==> src/core/tcr_pkg.sv <==
// shared constants and types for the channel reset control block
package tcr_pkg;
  localparam int NCH        = 4;
  localparam int NA         = 3 * NCH;
  localparam int CLK_MHZ    = 100;
  // filter time for cdr lock, in its own unit, and its cycle count
  localparam int FILT_TIME_NS = 180000;
  localparam int FILT_CYC   = (FILT_TIME_NS * CLK_MHZ + 999) / 1000;
  // filter time is programmed in steps of this minimum
  localparam int STEP_NS    = 100;
  localparam int STEP_CYC   = (STEP_NS * CLK_MHZ + 999) / 1000;
  localparam int FAST_FILT_CYC = 20;
  localparam logic [3:0] DONE_DLY      = 4'h4;
  localparam logic [3:0] FAST_DONE_DLY = 4'h1;
  localparam int CW = 20;
  // register byte offsets
  localparam logic [7:0] REG_CTRL = 8'h00;
  localparam logic [7:0] REG_FILT = 8'h04;
  localparam logic [7:0] REG_STAT = 8'h08;
  // field positions
  localparam int CTRL_TX_LSB = 0;
  localparam int CTRL_RX_LSB = 4;
  localparam int ST_TXD_LSB  = 0;
  localparam int ST_RXD_LSB  = 4;
  localparam int ST_TXA_LSB  = 8;
  localparam int ST_RXA_LSB  = 12;
  localparam int ST_LCK_LSB  = 16;
  localparam int ST_TXL_LSB  = 20;
  localparam int ST_RXL_LSB  = 24;
  localparam logic [NCH-1:0] CTRL_RST = 4'h0;

  typedef enum logic [1:0] {RX_HOLD, RX_FILT, RX_WAIT, RX_RUN} tcr_rx_st_t;

  typedef struct packed {
    logic        cyc;
    logic        stb;
    logic        we;
    logic [7:0]  adr;
    logic [3:0]  sel;
    logic [31:0] dat;
  } tcr_wb_req_t;

  typedef struct packed {
    logic        ack;
    logic [31:0] dat;
  } tcr_wb_rsp_t;

  typedef struct packed {
    logic [NCH-1:0] tx_link;
    logic [NCH-1:0] rx_link;
    logic [NCH-1:0] tx_aif;
    logic [NCH-1:0] rx_aif;
    logic [NCH-1:0] tx_fec;
    logic [NCH-1:0] rx_fec;
    logic [NCH-1:0] fec;
  } tcr_rst_t;

  typedef struct packed {
    logic [2:0][NA-1:0]      sync;
    logic [NA-1:0]           pin;
    logic [NCH-1:0]          tx_rst;
    logic [NCH-1:0]          tx_done;
    logic [NCH-1:0][3:0]     tx_cnt;
    tcr_rx_st_t [NCH-1:0]    rx_st;
    logic [NCH-1:0]          rx_done;
    logic [NCH-1:0][CW-1:0]  flt;
    tcr_rst_t                rout;
    logic [NCH-1:0]          tx_lrdy;
    logic [NCH-1:0]          rx_lrdy;
    logic                    clk_fwd;
    logic [NCH-1:0]          sw_tx;
    logic [NCH-1:0]          sw_rx;
    logic [15:0]             filt_steps;
    tcr_wb_rsp_t             wb;
  } tcr_state_t;
endpackage : tcr_pkg

==> src/core/tcr_core.sv <==
// per-channel transceiver reset control with wishbone registers
module tcr_core
  import tcr_pkg::*;
#(
  parameter bit MANUAL_EN  = 1'b0,
  parameter bit FAST_CTRL  = 1'b0,
  parameter bit FAST_SEQ   = 1'b0,
  parameter bit INDIV_EN   = 1'b1,
  parameter bit SEPARATE   = 1'b1,
  parameter bit TXRX_SEQ   = 1'b1,
  parameter bit PAM4_HR    = 1'b0,
  parameter bit MS_OPT2    = 1'b0,
  parameter int MASTER_CH  = 0,
  parameter int FILT_CYCLES = tcr_pkg::FILT_CYC
) (
  input  wire logic                  clk_i,
  input  wire logic                  rst_i,
  input  wire logic                  ce_i,
  input  wire tcr_pkg::tcr_wb_req_t  wb_req_i,
  output tcr_pkg::tcr_wb_rsp_t       wb_rsp_o,
  input  wire logic [tcr_pkg::NCH-1:0] reset_i,
  input  wire logic [tcr_pkg::NCH-1:0] tx_reset_i,
  input  wire logic [tcr_pkg::NCH-1:0] rx_reset_i,
  input  wire tcr_pkg::tcr_rst_t     byp_rst_i,
  input  wire logic [tcr_pkg::NCH-1:0] tx_cal_done_i,
  input  wire logic [tcr_pkg::NCH-1:0] rx_cal_done_i,
  input  wire logic [tcr_pkg::NCH-1:0] rx_cdr_lock_i,
  output tcr_pkg::tcr_rst_t          dp_rst_o,
  output logic [tcr_pkg::NCH-1:0]    tx_analog_ready_o,
  output logic [tcr_pkg::NCH-1:0]    rx_analog_ready_o,
  output logic [tcr_pkg::NCH-1:0]    rx_cdr_lock_o,
  output logic [tcr_pkg::NCH-1:0]    tx_link_ready_o,
  output logic [tcr_pkg::NCH-1:0]    rx_link_ready_o,
  output logic [tcr_pkg::NCH-1:0]    tx_done_o,
  output logic [tcr_pkg::NCH-1:0]    rx_done_o,
  output logic                       xfer_clk_en_o
);
  import tcr_pkg::*;

  localparam logic [15:0] FILT_RST = 16'(FILT_CYCLES / STEP_CYC);
  localparam logic [3:0]  DLY  = FAST_SEQ ? FAST_DONE_DLY : DONE_DLY;
  localparam int          DONE_MAX = 8;

  tcr_state_t q;
  tcr_state_t d;
  logic [NCH-1:0]  tx_ana;
  logic [NCH-1:0]  rx_ana;
  logic [NCH-1:0]  lock;
  logic [NCH-1:0]  tx_gate;
  logic [NCH-1:0]  rx_gate;
  logic [NCH-1:0]  lk_gate;
  logic [CW-1:0]   filt_len;
  logic            wr;
  logic            rd;

  // settled pin levels, grouped as tx cal, rx cal, lock
  assign tx_ana = q.pin[NCH-1:0];
  assign rx_ana = q.pin[2*NCH-1:NCH];
  assign lock   = q.pin[3*NCH-1:2*NCH];

  // without separation one bad channel holds every channel back
  always_comb begin
    for (int i = 0; i < NCH; i++) begin
      if (SEPARATE || NCH == 1) begin
        tx_gate[i] = tx_ana[i];
        rx_gate[i] = rx_ana[i];
        lk_gate[i] = lock[i];
      end else begin
        tx_gate[i] = &tx_ana;
        rx_gate[i] = &rx_ana;
        lk_gate[i] = &lock;
      end
    end
  end

  // filter length: software steps, or a short figure for fast simulation
  always_comb begin
    if (FAST_CTRL) begin
      filt_len = CW'(FAST_FILT_CYC);
    end else if (q.filt_steps == 16'h0000) begin
      filt_len = CW'(STEP_CYC);
    end else begin
      filt_len = CW'(q.filt_steps) * CW'(STEP_CYC);
    end
  end

  // writes land at the edge where the master sees ack, request still held
  assign wr = wb_req_i.cyc && wb_req_i.stb && wb_req_i.we && q.wb.ack;
  assign rd = wb_req_i.cyc && wb_req_i.stb && !wb_req_i.we && !q.wb.ack;

  // next state of the whole block
  always_comb begin
    logic sel_rst;
    logic tx_req;
    logic rx_req;
    int   ri;
    sel_rst = 1'b0;
    tx_req  = 1'b0;
    rx_req  = 1'b0;
    ri      = 0;
    d = q;
    // three-stage pin capture, a bit changes once stages 2 and 3 agree
    d.sync[0] = {rx_cdr_lock_i, rx_cal_done_i, tx_cal_done_i};
    d.sync[1] = q.sync[0];
    d.sync[2] = q.sync[1];
    d.pin = (q.sync[1] & q.sync[2]) | (q.pin & (q.sync[1] | q.sync[2]));
    // with separation each channel runs on its own, nothing staggers them
    for (int i = 0; i < NCH; i++) begin
      ri = PAM4_HR ? (i >> 1) : i;
      sel_rst = INDIV_EN ? tx_reset_i[ri] : reset_i[ri];
      tx_req = sel_rst || q.sw_tx[i] || !tx_gate[i];
      sel_rst = INDIV_EN ? rx_reset_i[ri] : reset_i[ri];
      rx_req = sel_rst || q.sw_rx[i] || !rx_gate[i];
      // tx sequencer: done a few cycles after release
      d.tx_rst[i] = tx_req;
      if (q.tx_rst[i]) begin
        d.tx_done[i] = 1'b0;
        d.tx_cnt[i]  = 4'h0;
      end else if (!q.tx_done[i]) begin
        d.tx_cnt[i] = q.tx_cnt[i] + 4'h1;
        if (q.tx_cnt[i] == DLY - 4'h1) begin
          d.tx_done[i] = 1'b1;
        end
      end
      // rx sequencer: lock must stay high for the whole filter time
      if (rx_req) begin
        d.rx_st[i]   = RX_HOLD;
        d.rx_done[i] = 1'b0;
        d.flt[i]     = '0;
      end else begin
        case (q.rx_st[i])
          RX_HOLD: begin
            d.rx_st[i] = RX_FILT;
            d.flt[i]   = '0;
          end
          RX_FILT: begin
            // a pulsing lock restarts the count
            if (!lk_gate[i]) begin
              d.flt[i] = '0;
            end else if (q.flt[i] < filt_len) begin
              d.flt[i] = q.flt[i] + CW'(1);
            end else if (!TXRX_SEQ || q.tx_done[i]) begin
              d.rx_st[i] = RX_WAIT;
              d.flt[i]   = '0;
            end
          end
          RX_WAIT: begin
            d.flt[i] = q.flt[i] + CW'(1);
            if (q.flt[i] == CW'(DLY - 4'h1)) begin
              d.rx_st[i]   = RX_RUN;
              d.rx_done[i] = 1'b1;
            end
          end
          RX_RUN: begin
            d.rx_st[i] = RX_RUN;
          end
          default: begin
            d.rx_st[i] = RX_HOLD;
          end
        endcase
      end
    end
    // datapath resets: bypass passes user inputs, else sequencer drives
    if (MANUAL_EN) begin
      d.rout = byp_rst_i;
    end else begin
      d.rout.tx_link = q.tx_rst;
      d.rout.tx_aif  = q.tx_rst;
      d.rout.tx_fec  = q.tx_rst;
      for (int i = 0; i < NCH; i++) begin
        d.rout.rx_link[i] = (q.rx_st[i] == RX_HOLD) ||
                            (q.rx_st[i] == RX_FILT);
      end
      d.rout.rx_aif = d.rout.rx_link;
      d.rout.rx_fec = d.rout.rx_link;
      d.rout.fec    = byp_rst_i.fec;
    end
    // global fec reset reaches both fec paths
    d.rout.tx_fec = d.rout.tx_fec | d.rout.fec;
    d.rout.rx_fec = d.rout.rx_fec | d.rout.fec;
    // ready drops with the link reset, rises one cycle after release
    d.tx_lrdy = ~q.rout.tx_link & ~d.rout.tx_link & tx_gate;
    d.rx_lrdy = ~q.rout.rx_link & ~d.rout.rx_link & rx_gate;
    // the master's link reset halts the forwarded transfer clock
    d.clk_fwd = !(MS_OPT2 && q.rout.tx_link[MASTER_CH]);
    // bus slave: one cycle answer, unmapped reads zero
    d.wb.ack = wb_req_i.cyc && wb_req_i.stb && !q.wb.ack;
    d.wb.dat = 32'h0000_0000;
    if (wr && wb_req_i.adr == REG_CTRL && wb_req_i.sel[0]) begin
      d.sw_tx = wb_req_i.dat[CTRL_TX_LSB +: NCH];
      d.sw_rx = wb_req_i.dat[CTRL_RX_LSB +: NCH];
    end
    if (wr && wb_req_i.adr == REG_FILT) begin
      if (wb_req_i.sel[0]) begin
        d.filt_steps[7:0] = wb_req_i.dat[7:0];
      end
      if (wb_req_i.sel[1]) begin
        d.filt_steps[15:8] = wb_req_i.dat[15:8];
      end
    end
    if (rd) begin
      case (wb_req_i.adr)
        REG_CTRL: begin
          d.wb.dat[CTRL_TX_LSB +: NCH] = q.sw_tx;
          d.wb.dat[CTRL_RX_LSB +: NCH] = q.sw_rx;
        end
        REG_FILT: begin
          d.wb.dat[15:0] = q.filt_steps;
        end
        REG_STAT: begin
          d.wb.dat[ST_TXD_LSB +: NCH] = q.tx_done;
          d.wb.dat[ST_RXD_LSB +: NCH] = q.rx_done;
          d.wb.dat[ST_TXA_LSB +: NCH] = tx_ana;
          d.wb.dat[ST_RXA_LSB +: NCH] = rx_ana;
          d.wb.dat[ST_LCK_LSB +: NCH] = lock;
          d.wb.dat[ST_TXL_LSB +: NCH] = q.tx_lrdy;
          d.wb.dat[ST_RXL_LSB +: NCH] = q.rx_lrdy;
        end
        default: begin
          d.wb.dat = 32'h0000_0000;
        end
      endcase
    end
  end

  // single state register; rst_i loads it whatever ce_i is, otherwise it is frozen while the clock enable is low
  always_ff @(posedge clk_i) begin
    if (rst_i) begin
      q            <= '0;
      q.rx_st      <= '{default: RX_HOLD};
      q.tx_rst     <= {NCH{1'b1}};
      q.rout       <= '1;
      q.clk_fwd    <= 1'b0;
      q.sw_tx      <= CTRL_RST;
      q.sw_rx      <= CTRL_RST;
      q.filt_steps <= FILT_RST;
    end else if (ce_i) begin
      q <= d;
    end
  end

  assign wb_rsp_o          = q.wb;
  assign dp_rst_o          = q.rout;
  assign tx_analog_ready_o = tx_ana; // tx calibration complete
  assign rx_analog_ready_o = rx_ana; // cdr calibration complete
  assign rx_cdr_lock_o     = lock; // not filtered, may pulse
  assign tx_link_ready_o   = q.tx_lrdy;
  assign rx_link_ready_o   = q.rx_lrdy;
  assign tx_done_o         = MANUAL_EN ? '0 : q.tx_done;
  assign rx_done_o         = MANUAL_EN ? '0 : q.rx_done;
  assign xfer_clk_en_o     = q.clk_fwd;
endmodule : tcr_core

==> config.mk <==
export PLATFORM = sky130hd
export DESIGN_NAME = tcr_core
export DESIGN_NICKNAME = d
export VERILOG_FILES = /design/src/core/tcr_pkg.sv /design/src/core/tcr_core.sv
export SDC_FILE = /design/constraint.sdc
export NUM_CORES = 1
export LEC_CHECK = 0
export ABC_AREA = 1
export BUFFER_PORTS_ARGS = -buffer_cell sky130_fd_sc_hd__buf_2
export CAP_MARGIN = 20
export CORE_ASPECT_RATIO = 0.8
export CORE_MARGIN = 1
export CORE_UTILIZATION = 30
export CTS_CLUSTER_SIZE = 30
export DETAILED_ROUTE_END_ITERATION = 10
export GPL_TIMING_DRIVEN = 0
export PLACE_DENSITY = 0.48
export SLEW_MARGIN = 10
export SYNTH_ARGS = -nofsm -noshare
export SYNTH_HDL_FRONTEND = slang
export SYNTH_SLANG_ARGS = --single-unit
==> constraint.sdc <==
create_clock -name clk_i -period 6.2 [get_ports clk_i]
set_input_delay 0.31 -clock clk_i [delete_from_list [all_inputs] [get_ports clk_i]]
set_output_delay 0.31 -clock clk_i [all_outputs]
set_load 0.02 [all_outputs]
Word level (Yosys, flattened, before mapping)
Cells that the tools add are included.
- word-level logic and storage cells: 266
- bits of input ports: 102
- output and inout bits: 90
- register bits: 250
- add/sub/neg operators: 8
- multipliers: 1
- $lt $le $gt $ge: 4
- eq/ne operators: 46
- muxes and demuxes: 81
- bitwise logic cells: 14
- reductions and logical operators: 76
- operators with widths (kind ; count):
    20-bit 2-to-1 mux ; 17
    20-bit one-hot mux with 3 select lines ; 4
    20-bit by 1-bit adder with 20-bit output (second input constant) ; 4
    20-bit by 2-bit == test with 1-bit output (second input constant) ; 4
    20-bit less-than comparator ; 4
    3-bit inequality test (second input constant) ; 16
    2-bit 2-to-1 mux ; 20
    4-bit 2-to-1 mux ; 8
    2-bit one-hot mux with 4 select lines ; 4
    3-bit AND reduction ; 10
    28-bit 2-to-1 mux ; 1
    12-bit bitwise AND ; 2
    1-bit 2-to-1 mux ; 24
    12-bit OR ; 2
    8-bit one-hot mux with 3 select lines ; 1
    1-bit logical OR ; 20
    5-bit inequality test (second input constant) ; 4
    5-bit AND reduction ; 4
    16-bit by 3-bit multiplier with 19-bit output (second input constant) ; 1
    4-bit by 1-bit adder with 4-bit output (second input constant) ; 4
    4-bit bitwise AND ; 4
    2-bit == test (second input constant) ; 8
    4-bit by 2-bit == test with 1-bit output (second input constant) ; 4
    16-bit logical NOT ; 1
    other kinds (15) ; 59

Depth between registers and ports, before layout
- word-level depth: 7
- gate-level depth with buffers: 27
- mapped depth without buffers: 26

Least setup slack after synthesis
Ideal clock, no wire load.
- kind: reg2reg
- start: register q[38] (netlist name)
- end: register q[148] (netlist name)
- stages on the path, launching flop included: 23
- arrival: 3.540 ns
- path slack: 2.532 ns
- path buffers: 1
- setup time: 0.128 ns
- data required time: 6.072 ns
- clock period less this slack: 3.668 ns
- path through: dfxtp_1 > ha_1 > ha_1 > nand3_1 > nand3_1 > inv_1 > o21a_1 > o21ai_0 > a21boi_0 > inv_1 > o21ai_0 > ha_1 > a21oi_1 > o21ai_1 > nand2_1 > nand3_1 > a21oi_2 > nand2_4 > a21boi_4 > buf_6 > nor2_1 > nor2_1 > nor2_1
- word-level cells in the longest chain between the ends: 7
- elaborated cells on any way between the ends: 10
- those cells by class: 1 x mul; 1 x order compare; 1 x eq/ne; 5 x mux; 2 x reduce/logical
- RTL lines (element ; line ; source):
    start: declaration ; tcr_core.sv:44 ; tcr_state_t q;
    16-bit by 3-bit multiplier with 19-bit output or 16-bit logical NOT (tied branches) ; tcr_core.sv:83, tcr_core.sv:80 ;
    20-bit 2-to-1 mux (*) ; tcr_core.sv:80 ; end else if (q.filt_steps == 16'h0000) begin
    20-bit less-than comparator (*) ; tcr_core.sv:140 ; end else if (q.flt[i] < filt_len) begin
    20-bit 2-to-1 mux ; tcr_core.sv:140 ;
    20-bit 2-to-1 mux ; tcr_core.sv:138 ; if (!lk_gate[i]) begin
    20-bit one-hot mux with 3 select lines ; tcr_core.sv:131 ; case (q.rx_st[i])
    20-bit 2-to-1 mux ; tcr_core.sv:126 ; if (rx_req) begin
Every way passes the cells marked *; elsewhere a longest branch is shown, timed or not.
A chain may end at the register's enable or synchronous reset.

Worst setup path after layout
- start: register q[38] (netlist name)
- end: register q[133] (netlist name)
The elaborated chain is that of the path after synthesis.

==> qor.yml <==
placement:
  dp.cells: 3108
  dp_hpwl_um: 42300
  numPortBuffers: 141
  gp_congestion: 0.902
  preCtsSetupSlack_ns: 1.31
cts:
  ctsHoldBuffers: 17
  cts_tree: "done"
  cts_max_path_buffers: 3
  root_buffer: "clkbuf_16"
  numCtsBuffers: 28
  cts_resized: 0
  clkSlewWorstSetupHoldPaths_ns: 0.06
  postCtsSetupBuffers: 0
  worstSkewPairLatency_ns: 0.57
  cts_sinks: 246
  ctsHtreeMaxLevel: 1
setup_path:
  critPathKind: "reg -> reg"
  worstReg2RegEnd: "q[133]"
  cp.required_ns: 6.63
  r2r_cells: 22
  endpoint_kind: "flop"
  r2r_slack_ns: 1.17
  reg2reg_from: "q[38]"
  worst-path-max-fanout: 10
  arrival_ns: 5.46
  critPathLaunchType: "flop"
  setup.worst_path.start: "q[38]"
finish:
  final_util_pct: 35.7
  nets: 2695
  syn2layout_area_growth_pct: 17.3
  drive_gt1_share_pct: 13.6
  finalNonFillerCells: 3175
synthesis:
  synth_cell_types: 48
  synth_edf_count: 0
  synth_most_common_cell: "nand2_1"
  ys_seq_elements: 246
  syn_inst: 2280
  ys_warn_count: 0
  synth_seq_area_share_pct: 31.7
  synth_ff_type: "dfxtp_1"
  ys_async_sr_fraction_pct: 0
  ys_top_cells_by_count: "nand2_1, nor2_1, inv_1, dfxtp_1, a21oi_1"
  synth_top_area_cell: "dfxtp_1"
  synth.area.top_cells: "dfxtp_1, nand2_1, ha_1"
  syn_area_sq_um: 15600
  postSynthAreaPerCell_sq_um: 6.82
  yosys.area.top_type_share_pct: 31.7
timing:
  slew_headroom_pct: 24.3
  hold_viol: 0
  rsz0062_at_grt: "no"
  finalSetupTns_ns: 0
  setup_violations: 0
  min_period_ns: 5.03
  fin_crit_sh_pct: 81.2
  worst_slew_pin_slew_ns: 1.12
  clock_skew_ns: 0.0228
  drv_slew: 0
  max_freq_ghz: 0.199
  final.setup.worst_slack_ns: 1.17
floorplanning:
  coreArea_sq_um: 51100
  rows: 74
  die_area_sq_um: 52800
  die_h_um: 206
  io_pins: 192
  die_w_um: 257
  initial_core_util_pct: 30.4
pwr:
  ir_drop_uv: 221
  p_per_area_nw_per_um2: 199
  p_leak_nw: 7.97
grt:
  grt_start_max_net_pins: 14
  grt-ovfl-total: 0
  grt_pass1_vias: 14200
  grtUsageTotal_pct: 20.2
  grt_pass1_wl_um: 82800
  grt_antenna_before_repair: 1
flow_run:
  drv_cap: 0
hold_path:
  min_path_type: "in -> reg"
  hold_depth: 3
  min_to: "dp_rst_o[0]"
  timing.hold.worst.start: "byp_rst_i[0]"
drt:
  via_per_inst: 4.88
  drt.antenna.violating_nets: 0
  drc: 0
  drt_iter0_drc: 1197
  vias: 15500
  dr.pass1.iters: 5
  wirelength_um: 54800
  wl_per_cell_um: 17.3
outcome:
  status: "finished, final reports clean"
[report_power, final]
group	internal (mW)	switching, mW
clock	1.04	0.710
combinational	0.0805	0.172
sequential	1.61	0.0217
total	2.73	0.904
[layout by cell type, fill, tap and decap left out, types with 47 or more instances in the layout]
master	instances
nand3_1	92
buf_2	153
dfxtp_1	246
nor2_1	395
ha_1	121
buf_4	91
nand2_1	419
a21oi_1	196
clkbuf_1	55
xor2_1	59
inv_1	254
nand4_1	47
o21ai_0	117
[worst max-delay path, stage by stage, from the launching register on]
cell      delay, ns
dfxtp_1        0.44
ha_1           0.29
ha_1           0.35
nand3_1        0.10
nand3_1        0.09
inv_1          0.07
o21a_1         0.17
o21ai_0        0.14
a21boi_0       0.33
inv_1          0.10
o21ai_0        0.86
ha_1           0.41
a21oi_1        0.12
o21ai_0        0.09
nand2_1        0.07
nand2_1        0.05
a21oi_1        0.34
nand2_1        0.14
nand2_2        0.13
buf_2          0.25
a21oi_1        0.09
nor2_1         0.19
nor2_1         0.06
[area by class of cell]
cell class                      instances  area (sq um)
Fill cell                            5585         32900
Multi-Input combinational cell       1618          8660
Sequential cell                       246          4920
Buffer                                160          1000
Inverter                              259           975
Timing Repair Buffer                  158           876
Tap cell                              684           856
Clock buffer                           40           817
Clock inverter                          9           130
Antenna cell                            1          2.50
[state kept, by name, summed over array words and instances, names as in the netlist]
name	flops
d	28
dp_rst_o	20
q	140
rx_analog_ready_o	4
rx_cdr_lock_o	4
rx_done_o	4
rx_link_ready_o	4
tx_analog_ready_o	4
tx_done_o	4
tx_link_ready_o	4
wb_rsp_o	29
xfer_clk_en_o	1
[per-layer routing]
| metal | global-route usage, % | wire length [um] |
|---|---|---|
| met2 | 29.2 | 22100 |
| met1 | 31.0 | 27800 |
| met5 | 0 | 0 |
| met3 | 3.03 | 3890 |
| met4 | 4.44 | 1080 |
[how the worst max path moves through the flow]
| stage | end | slack, ns | depth (start not counted) |
|---|---|---|---|
| after floorplan | q[148] | 2.53 | 22 |
| after global placement | q[148] | 1.32 | 22 |
| after detailed placement | q[133] | 1.31 | 22 |
| after CTS | q[147] | 1.28 | 22 |
| after global routing | q[147] | 0.80 | 22 |
| final | q[133] | 1.17 | 22 |
[stage by stage]
step	hold WS, ns	power [mW]	instance area (sq um)
after global placement	0.436	1.91	17100
after CTS	0.00537	3.67	18200
after global routing	0.0147	3.76	18200
after floorplan	0.422	1.80	15600
final	0.0304	3.63	18200
after detailed placement	0.445	1.91	17100
[cells by family after synthesis]
| logic type | after synthesis | share of synthesized area, % |
|---|---|---|
| and+or+nand+nor | 1054 | 29.0 |
| adders and majority gates | 122 | 9.86 |
| xor gates and xnor gates | 61 | 3.44 |
| AOI/OAI and AO/OA | 377 | 13.3 |
| DFF | 246 | 31.7 |
| other | 1 | 0.0241 |
| buffers and inverters | 419 | 12.7 |
Power figures use the tool's default switching activity.
